### config.mk
export PLATFORM = sky130hd
export DESIGN_NAME = edge_source_blanking
export DESIGN_NICKNAME = d
export VERILOG_FILES = /design/src/rtl/edge_blank_pkg.sv /design/src/rtl/edge_source_blanking.sv
export VERILOG_INCLUDE_DIRS = /design/src /design/src/rtl
export SDC_FILE = /design/constraint.sdc
export NUM_CORES = 1
export LEC_CHECK = 0
export ABC_AREA = 1
export BUFFER_PORTS_ARGS = -buffer_cell sky130_fd_sc_hd__buf_2
export CAP_MARGIN = 20
export CORE_MARGIN = 2
export CORE_UTILIZATION = 25
export DETAILED_ROUTE_END_ITERATION = 6
export MAX_ROUTING_LAYER = met4
export PLACE_DENSITY = 0.43
export SKIP_CTS_REPAIR_TIMING = 1
export SYNTH_ARGS = -nofsm -noshare
export SYNTH_HDL_FRONTEND = slang
export SYNTH_SLANG_ARGS = --single-unit
### constraint.sdc
create_clock -name pclk -period 2.1 [get_ports pclk]
set_input_delay 0.315 -clock pclk [delete_from_list [all_inputs] [get_ports pclk]]
set_output_delay 0.315 -clock pclk [all_outputs]
set_load 0.02 [all_outputs]
### src/rtl/edge_blank_consts.svh
/*
 * register offsets, field positions, reset values and widths for the edge source
 * and blanking block.
 * assumes inclusion by bare name from the block module and the bench top module.
 */
`ifndef EDGE_BLANK_CONSTS_SVH
`define EDGE_BLANK_CONSTS_SVH

`define FBS_OFFSET 12'h000
`define PHS_OFFSET 12'h004
`define BLANK_OFFSET 12'h008
`define TIMEBASE_OFFSET 12'h00C
`define PHASEVAL_OFFSET 12'h010
`define STATUS_OFFSET 12'h014

`define FBS_MASK 8'h8E
`define PHS_MASK 8'h8F
`define SRC_EXT_BIT 7
`define SRC_CMP3_BIT 3
`define SRC_CMP2_BIT 2
`define SRC_CMP1_BIT 1
`define SRC_TB_BIT 0
`define REG_RESET 8'h00
`define BLANK_RESET 8'h00
`define WORD_RESET 16'h0000
`define BLANK_ZERO 8'h00
`define BLANK_ONE 8'h01

`endif

### src/rtl/edge_blank_pkg.sv
/*
 * types shared by the edge source and blanking block.
 * assumes the constants header is on the include path.
 */
`default_nettype none

package edge_blank_pkg;
	typedef enum logic [1:0] {
		st_idle_type = 2'h1,
		st_blank_type = 2'h2
	} blank_state_type;

	typedef struct packed {
		logic ext;
		logic cmp3;
		logic cmp2;
		logic cmp1;
	} event_src_type;

	typedef struct packed {
		blank_state_type state;
		logic [7:0] fall_blank_source_select;
		logic [7:0] phase_source_select;
		logic [7:0] blanking_duration;
		logic [15:0] time_base_counter;
		logic [15:0] phase_value;
		logic [7:0] blank_count;
		event_src_type sync1;
		event_src_type sync2;
		event_src_type prev;
		logic fall_prev;
		logic rising_event;
		logic blank_active;
		logic [31:0] prdata;
		logic pready;
	} edge_blank_state_type;
endpackage

`default_nettype wire

### src/rtl/edge_source_blanking.sv
/*
 * edge event source selection and blanking logic with an apb register slave.
 * assumes async comparator and pin inputs, a falling event from the duty logic
 * on pclk, and an apb master that follows the standard two phase protocol.
 */
// Operation
// external input blanked for the blanking time when its blank bit is set
// comparator 3 blanked for the blanking time when its blank bit is set
// comparator 2 blanked for the blanking time when its blank bit is set
// comparator 1 blanked for the blanking time when its blank bit is set
// blank register bits 6 to 4 and 0 read zero, writes ignored
// implemented source bits are read write and reset to zero
// phase external bit makes a rising event when the input goes true
// phase comparator 3 bit makes a rising event when comparator 3 goes true
// phase comparator 2 and 1 bits make rising events on their rising edges
// phase time base bit makes a rising event on counter equal phase
// all enabled rising sources are ORed without priority
// inputs synchronised; blanking counts down from the falling event in clocks
`include "edge_blank_consts.svh"
`default_nettype none

module edge_source_blanking
	import edge_blank_pkg::*;
(
	input wire logic pclk,
	input wire logic presetn,
	input wire logic psel,
	input wire logic penable,
	input wire logic pwrite,
	input wire logic [11:0] paddr,
	input wire logic [31:0] pwdata,
	output logic [31:0] prdata,
	output logic pready,
	output logic pslverr,
	input wire logic external_event_input,
	input wire logic comparator1_out,
	input wire logic comparator2_out,
	input wire logic comparator3_out,
	input wire logic falling_event,
	output logic rising_event,
	output logic blank_active
);

	edge_blank_state_type cur;
	edge_blank_state_type nxt;

	function automatic logic blanked_pass(input logic en, input logic active, input logic src);
		blanked_pass = src & ~(en & active);
	endfunction

	////////////////////////////////////////////////////////////////////////////////

	logic setup;
	logic access_wr;
	event_src_type rise;
	event_src_type gated;
	logic tb_match;
	logic fall_start;

	always_comb begin
		nxt = cur;
		setup = psel & ~penable;
		access_wr = psel & penable & pwrite & cur.pready;
		// two flop synchronisers, only the second stage is read by logic
		nxt.sync1 = '{external_event_input, comparator3_out, comparator2_out, comparator1_out};
		nxt.sync2 = cur.sync1;
		nxt.prev = cur.sync2;
		rise.ext = cur.sync2.ext & ~cur.prev.ext;
		rise.cmp3 = cur.sync2.cmp3 & ~cur.prev.cmp3;
		rise.cmp2 = cur.sync2.cmp2 & ~cur.prev.cmp2;
		rise.cmp1 = cur.sync2.cmp1 & ~cur.prev.cmp1;
		gated.ext = blanked_pass(cur.fall_blank_source_select[`SRC_EXT_BIT],
			cur.blank_active, rise.ext);
		gated.cmp3 = blanked_pass(cur.fall_blank_source_select[`SRC_CMP3_BIT],
			cur.blank_active, rise.cmp3);
		gated.cmp2 = blanked_pass(cur.fall_blank_source_select[`SRC_CMP2_BIT],
			cur.blank_active, rise.cmp2);
		gated.cmp1 = blanked_pass(cur.fall_blank_source_select[`SRC_CMP1_BIT],
			cur.blank_active, rise.cmp1);
		tb_match = cur.time_base_counter == cur.phase_value;
		nxt.rising_event = (gated.ext & cur.phase_source_select[`SRC_EXT_BIT])
			| (gated.cmp3 & cur.phase_source_select[`SRC_CMP3_BIT])
			| (gated.cmp2 & cur.phase_source_select[`SRC_CMP2_BIT])
			| (gated.cmp1 & cur.phase_source_select[`SRC_CMP1_BIT])
			| (tb_match & cur.phase_source_select[`SRC_TB_BIT]);
		nxt.fall_prev = falling_event;
		fall_start = falling_event & ~cur.fall_prev;
		// blanking window: start on a falling event, count the duration down
		case (cur.state)
			st_idle_type: begin
				if (fall_start && cur.blanking_duration != `BLANK_ZERO) begin
					nxt.state = st_blank_type;
					nxt.blank_count = cur.blanking_duration;
					nxt.blank_active = 1'b1;
				end
			end
			st_blank_type: begin
				// a reload with a zero duration ends the window at once
				if (fall_start && cur.blanking_duration == `BLANK_ZERO) begin
					nxt.state = st_idle_type;
					nxt.blank_count = `BLANK_ZERO;
					nxt.blank_active = 1'b0;
				end else if (fall_start) begin
					nxt.blank_count = cur.blanking_duration;
				end else if (cur.blank_count == `BLANK_ONE) begin
					nxt.state = st_idle_type;
					nxt.blank_count = `BLANK_ZERO;
					nxt.blank_active = 1'b0;
				end else begin
					nxt.blank_count = cur.blank_count - `BLANK_ONE;
				end
			end
			default: begin
				nxt.state = st_idle_type;
				nxt.blank_count = `BLANK_ZERO;
				nxt.blank_active = 1'b0;
			end
		endcase
		// apb: no wait state, pready raised in the first access cycle after setup
		nxt.pready = setup;
		if (access_wr) begin
			case (paddr)
				`FBS_OFFSET: nxt.fall_blank_source_select = pwdata[7:0] & `FBS_MASK;
				`PHS_OFFSET: nxt.phase_source_select = pwdata[7:0] & `PHS_MASK;
				`BLANK_OFFSET: nxt.blanking_duration = pwdata[7:0];
				`TIMEBASE_OFFSET: nxt.time_base_counter = pwdata[15:0];
				`PHASEVAL_OFFSET: nxt.phase_value = pwdata[15:0];
				default: nxt.prdata = cur.prdata;
			endcase
		end
		if (setup && !pwrite) begin
			case (paddr)
				`FBS_OFFSET: nxt.prdata = {24'h000000, cur.fall_blank_source_select};
				`PHS_OFFSET: nxt.prdata = {24'h000000, cur.phase_source_select};
				`BLANK_OFFSET: nxt.prdata = {24'h000000, cur.blanking_duration};
				`TIMEBASE_OFFSET: nxt.prdata = {16'h0000, cur.time_base_counter};
				`PHASEVAL_OFFSET: nxt.prdata = {16'h0000, cur.phase_value};
				`STATUS_OFFSET: nxt.prdata = {30'h0000000, cur.rising_event, cur.blank_active};
				default: nxt.prdata = 32'h00000000;
			endcase
		end else if (setup) begin
			nxt.prdata = 32'h00000000;
		end
	end

	////////////////////////////////////////////////////////////////////////////////

	always_ff @(posedge pclk or negedge presetn) begin
		if (!presetn) begin
			cur.state <= st_idle_type;
			cur.fall_blank_source_select <= `REG_RESET;
			cur.phase_source_select <= `REG_RESET;
			cur.blanking_duration <= `BLANK_RESET;
			cur.time_base_counter <= `WORD_RESET;
			cur.phase_value <= `WORD_RESET;
			cur.blank_count <= `BLANK_ZERO;
			cur.sync1 <= '0;
			cur.sync2 <= '0;
			cur.prev <= '0;
			cur.fall_prev <= 1'b0;
			cur.rising_event <= 1'b0;
			cur.blank_active <= 1'b0;
			cur.prdata <= 32'h00000000;
			cur.pready <= 1'b0;
		end else begin
			cur <= nxt;
		end
	end

	assign prdata = cur.prdata;
	assign pready = cur.pready;
	assign pslverr = 1'b0;
	assign rising_event = cur.rising_event;
	assign blank_active = cur.blank_active;

	////////////////////////////////////////////////////////////////////////////////

	fbs_reserved_a: assert property (@(posedge pclk) disable iff (!presetn)
		(cur.fall_blank_source_select & ~`FBS_MASK) == 8'h00)
		else $error("reserved blank source bits set");

	phs_reserved_a: assert property (@(posedge pclk) disable iff (!presetn)
		(cur.phase_source_select & ~`PHS_MASK) == 8'h00)
		else $error("reserved phase source bits set");

	blank_ext_a: assert property (@(posedge pclk) disable iff (!presetn)
		(cur.blank_active && cur.fall_blank_source_select[7]
		&& cur.phase_source_select == 8'h80) |=> !rising_event)
		else $error("external input passed while blanked");

	blank_cmp3_a: assert property (@(posedge pclk) disable iff (!presetn)
		(cur.blank_active && cur.fall_blank_source_select[3]
		&& cur.phase_source_select == 8'h08) |=> !rising_event)
		else $error("comparator 3 passed while blanked");

	blank_cmp2_a: assert property (@(posedge pclk) disable iff (!presetn)
		(cur.blank_active && cur.fall_blank_source_select[2]
		&& cur.phase_source_select == 8'h04) |=> !rising_event)
		else $error("comparator 2 passed while blanked");

	blank_cmp1_a: assert property (@(posedge pclk) disable iff (!presetn)
		(cur.blank_active && cur.fall_blank_source_select[1]
		&& cur.phase_source_select == 8'h02) |=> !rising_event)
		else $error("comparator 1 passed while blanked");

	ext_rise_a: assert property (@(posedge pclk) disable iff (!presetn)
		(cur.sync2.ext && !cur.prev.ext && cur.phase_source_select[7]
		&& !(cur.blank_active && cur.fall_blank_source_select[7])) |=> rising_event)
		else $error("external rise made no rising event");

	cmp3_rise_a: assert property (@(posedge pclk) disable iff (!presetn)
		(cur.sync2.cmp3 && !cur.prev.cmp3 && cur.phase_source_select[3]
		&& !(cur.blank_active && cur.fall_blank_source_select[3])) |=> rising_event)
		else $error("comparator 3 rise made no rising event");

	cmp2_rise_a: assert property (@(posedge pclk) disable iff (!presetn)
		(cur.sync2.cmp2 && !cur.prev.cmp2 && cur.phase_source_select[2]
		&& !(cur.blank_active && cur.fall_blank_source_select[2])) |=> rising_event)
		else $error("comparator 2 rise made no rising event");

	cmp1_rise_a: assert property (@(posedge pclk) disable iff (!presetn)
		(cur.sync2.cmp1 && !cur.prev.cmp1 && cur.phase_source_select[1]
		&& !(cur.blank_active && cur.fall_blank_source_select[1])) |=> rising_event)
		else $error("comparator 1 rise made no rising event");

	ext_off_a: assert property (@(posedge pclk) disable iff (!presetn)
		(cur.phase_source_select == 8'h80 && !(cur.sync2.ext && !cur.prev.ext))
		|=> !rising_event)
		else $error("rising event without an external rise");

	cmp3_off_a: assert property (@(posedge pclk) disable iff (!presetn)
		(cur.phase_source_select == 8'h08 && !(cur.sync2.cmp3 && !cur.prev.cmp3))
		|=> !rising_event)
		else $error("rising event without a comparator 3 rise");

	cmp2_off_a: assert property (@(posedge pclk) disable iff (!presetn)
		(cur.phase_source_select == 8'h04 && !(cur.sync2.cmp2 && !cur.prev.cmp2))
		|=> !rising_event)
		else $error("rising event without a comparator 2 rise");

	cmp1_off_a: assert property (@(posedge pclk) disable iff (!presetn)
		(cur.phase_source_select == 8'h02 && !(cur.sync2.cmp1 && !cur.prev.cmp1))
		|=> !rising_event)
		else $error("rising event without a comparator 1 rise");

	tb_rise_a: assert property (@(posedge pclk) disable iff (!presetn)
		(cur.time_base_counter == cur.phase_value && cur.phase_source_select[0])
		|=> rising_event)
		else $error("time base match made no rising event");

	tb_off_a: assert property (@(posedge pclk) disable iff (!presetn)
		(cur.phase_source_select == 8'h01 && cur.time_base_counter != cur.phase_value)
		|=> !rising_event)
		else $error("rising event without a time base match");

	no_source_a: assert property (@(posedge pclk) disable iff (!presetn)
		(cur.phase_source_select == 8'h00) |=> !rising_event)
		else $error("rising event with no source enabled");

	or_any_a: assert property (@(posedge pclk) disable iff (!presetn)
		(cur.phase_source_select == 8'h8E && !cur.blank_active
		&& cur.sync2.cmp1 && !cur.prev.cmp1) |=> rising_event)
		else $error("one source of several made no rising event");

	blank_start_a: assert property (@(posedge pclk) disable iff (!presetn)
		(fall_start && cur.blanking_duration != `BLANK_ZERO)
		|=> (blank_active && cur.blank_count == $past(cur.blanking_duration)))
		else $error("blanking window did not start");

	blank_end_a: assert property (@(posedge pclk) disable iff (!presetn)
		(cur.state == st_blank_type && !fall_start && cur.blank_count == `BLANK_ONE)
		|=> !blank_active)
		else $error("blanking window did not end");

	blank_zero_a: assert property (@(posedge pclk) disable iff (!presetn)
		(fall_start && cur.blanking_duration == `BLANK_ZERO) |=> !blank_active)
		else $error("blanking with zero duration");

	blank_count_a: assert property (@(posedge pclk) disable iff (!presetn)
		(cur.state == st_blank_type && !fall_start && cur.blank_count > `BLANK_ONE)
		|=> cur.blank_count == ($past(cur.blank_count) - `BLANK_ONE))
		else $error("blanking count did not step down");

	blank_state_a: assert property (@(posedge pclk) disable iff (!presetn)
		blank_active == (cur.state == st_blank_type))
		else $error("blank flag disagrees with state");

	state_onehot_a: assert property (@(posedge pclk) disable iff (!presetn)
		$onehot(cur.state))
		else $error("blanking state not one hot");

	sync_chain_a: assert property (@(posedge pclk) disable iff (!presetn)
		cur.sync2 == $past(cur.sync1) && cur.prev == $past(cur.sync2))
		else $error("synchroniser chain skipped a stage");

	pready_setup_a: assert property (@(posedge pclk) disable iff (!presetn)
		(psel && !penable) |=> pready)
		else $error("no ready after setup");

	pready_pulse_a: assert property (@(posedge pclk) disable iff (!presetn)
		pready |=> !pready)
		else $error("ready held longer than one cycle");

	fbs_read_a: assert property (@(posedge pclk) disable iff (!presetn)
		(pready && psel && penable && !pwrite && paddr == `FBS_OFFSET)
		|-> (prdata & ~{24'h000000, `FBS_MASK}) == 32'h00000000)
		else $error("blank source read shows reserved bits");

	phs_read_a: assert property (@(posedge pclk) disable iff (!presetn)
		(pready && psel && penable && !pwrite && paddr == `PHS_OFFSET)
		|-> (prdata & ~{24'h000000, `PHS_MASK}) == 32'h00000000)
		else $error("phase source read shows reserved bits");

	fbs_write_a: assert property (@(posedge pclk) disable iff (!presetn)
		(pready && psel && penable && pwrite && paddr == `FBS_OFFSET)
		|=> cur.fall_blank_source_select == ($past(pwdata[7:0]) & `FBS_MASK))
		else $error("blank source write did not land");

	phs_write_a: assert property (@(posedge pclk) disable iff (!presetn)
		(pready && psel && penable && pwrite && paddr == `PHS_OFFSET)
		|=> cur.phase_source_select == ($past(pwdata[7:0]) & `PHS_MASK))
		else $error("phase source write did not land");

endmodule

`default_nettype wire

==> impl_metrics.json <==
{
  "grt_start_max_net_pins": 43,
  "synth_top_area_share_pct": 45.5,
  "drv_slew": 0,
  "netlist_area_sq_mm": 0.00489,
  "grt_pass1_vias": 3663,
  "p_total_mw": 3.87,
  "die-area_sq_mm": 0.0207,
  "ys_warn_count": 0,
  "ir_drop_uv": 400,
  "status": "finished, final reports clean",
  "grt_overflow_total": 0,
  "drt_first_pass_iters": 4,
  "area_growth_pct": 14.5,
  "fmax_ghz": 0.568,
  "yosysMostFrequentCell": "nand2_1",
  "swShare_pct": 24.4,
  "wl_mm": 11.8,
  "async_flop_share_pct": 100,
  "required_ns": 2.32,
  "syn_inst": 599,
  "crit_type": "register to register",
  "wl_per_cell_um": 12.9,
  "synthTopCellsByCount": "nand2_1, dfrtp_1, inv_1",
  "track_usage_pct": 12.7,
  "period_needed_ns": 1.76,
  "final_nets": 702,
  "ys_ff_latch": 90,
  "fin_skew_ns": 0.00914,
  "diodes": 0,
  "cts_sinks": 90,
  "hold_start": "external_event_input",
  "placed_cells": 897,
  "p_leak_nw": 2.92,
  "pwr-share-seq_pct": 45.9,
  "num-fill-cells": 2079,
  "drive_gt1_share_pct": 21.9,
  "hold_depth": 1,
  "setup_viol": 0,
  "cts_tree": "yes",
  "crit_fanout": 9,
  "ant_nets": 0,
  "synth_top_area_cell": "dfrtp_1",
  "clk_path_buf_depth": 2,
  "setup_ws_ns": 0.338,
  "internal_power_mw": 2.92,
  "multi_input_area_sq_mm": 0.00209,
  "arrival_ns": 1.98,
  "post-route-util_pct": 28.9,
  "clk_pin_slew_ns": 0.06,
  "gp_congestion": 0.856,
  "numCtsBuffers": 9,
  "rsz0062_at_grt": "no",
  "max_cap_violations": 0,
  "rr_startpoint": "cur[113]",
  "fp.dieH_um": 144,
  "ios": 90,
  "die_w_um": 144,
  "p_per_area_mw_per_mm2": 691,
  "syn-mean-instance-area_sq_um": 8.16,
  "rr_worst_depth": 7,
  "start_util_pct": 25.3,
  "fin_setup_tns_ns": 0,
  "crit_path_end_kind": "register",
  "rows": 51,
  "io_buffers": 56,
  "synthTopCellsByArea": "dfrtp_1, nand2_1, buf_4",
  "synth_cell_types": 38,
  "finalHoldViolations": 0,
  "htree_num_levels": 3,
  "tightest_slew_ns": 0.509,
  "drt_iter0_drc": 277,
  "seq_area_sq_mm": 0.00225,
  "drc": 0,
  "power_switching_mw": 0.945,
  "synthFlopType": "dfrtp_1",
  "pre_cts_ws_ns": 0.280,
  "grt_pass1_wl_mm": 19.6,
  "vias_per_cell": 4.08,
  "seq_area_frac_synth_pct": 46.1,
  "finalNonFillerCells": 912,
  "antenna_found_initial": 0,
  "post-dp-hpwl_mm": 9.02,
  "crit_start": "cur[113]",
  "period_share_pct": 83.9,
  "clockRootBuffer": "clkbuf_16",
  "p_comb_share_pct": 9.5,
  "synth-edff-count": 0,
  "clkPwrFrac_pct": 44.6,
  "hold_class": "input pin to register",
  "core_sq_mm": 0.0193,
  "max-slew-margin-rel_pct": 65.8,
  "vias": 3724,
  "clock_latency_ns": 0.34,
  "start_kind": "register"
}
[flip-flops by register name, indices dropped and copies added, names as in the netlist]
signal        count
cur              72
prdata           16
pready            1
rising_event      1
[stage by stage]
stage          hold WS, ns  cell area, sq um
3_5_place_dp         0.263              5280
3_3_place_gp         0.265              5280
2_1_floorplan       0.0194              4950
4_1_cts             -0.106              5590
5_1_grt             0.0608              5600
6_report            0.0740              5600
[cell families after synthesis]
| logic type | after synthesis | synth area share (%) |
|---|---|---|
| other | 1 | 0.0767 |
| XOR/XNOR | 10 | 1.79 |
| AND/OR/NAND/NOR | 305 | 29.0 |
| buffers and inverters | 114 | 12.3 |
| flip-flops | 90 | 46.1 |
| adder cells (fa/ha/maj) | 4 | 1.02 |
| AO/OA/AOI/OAI | 75 | 9.70 |
[routing by layer]
metal	global-route usage (%)	wire length [um]
met2	18.5	5270
met3	2.83	342
met5	-	0
met4	3.46	85
met1	17.8	6050
[placed cells by master, fill, tap and decap left out, types with 2 or more instances in the layout]
cell,synthesis,final
dfrtp_1,89,89
xnor2_1,5,5
o21ai_2,21,21
inv_2,5,5
nand2_4,4,4
nor2_1,34,34
ha_1,4,4
nor2_2,6,6
inv_1,64,64
nand3_1,41,41
bufinv_16,0,2
a211oi_1,2,2
nand2_1,184,184
o211ai_1,2,2
nor2_4,5,5
nor3_1,5,5
nor4_4,2,2
o22ai_1,3,3
o21ai_0,23,23
buf_4,33,5
nand2_2,17,17
xor2_1,5,5
buf_2,1,55
o21ai_1,20,20
clkbuf_16,0,9
conb_1,1,17
a21oi_1,2,2
[cell type report]
cell class / instances / area share, %
flip-flops and latches: 90 / 40.3
multi-input cells: 411 / 37.4
repair buffers: 62 / 6.13
well taps: 265 / 5.92
inverters: 70 / 4.78
clock buffers: 11 / 4.34
clock inverters: 3 / 1.16
[power by group through the flow]
stage	logic, mW	registers (mW)	clock network [mW]
after floorplan	0.247	1.81	0
after global placement	0.370	1.81	0
after detailed placement	0.375	1.81	0
after CTS	0.376	1.78	1.79
after global routing	0.418	1.78	1.87
final	0.367	1.78	1.73
[final timing paths]
path / to / slack, ns
setup / recovery: cur[48] / 0.34
hold / removal: cur[47] / 0.07
setup reg to reg: cur[48] / 0.34
hold reg to reg: cur[41] / 0.35
max in group asynchronous: cur[112] / 0.97
min in group asynchronous: prdata[10] / 0.43
[critical path, stage by stage, from the launching register on]
cell and delay, ns:
dfrtp_1 0.50, inv_1 0.18, ha_1 0.28, inv_1 0.14
nor2_4 0.28, nor2_4 0.10, nand2_1 0.07, o21ai_0 0.09
Power figures use the tool's default switching activity.
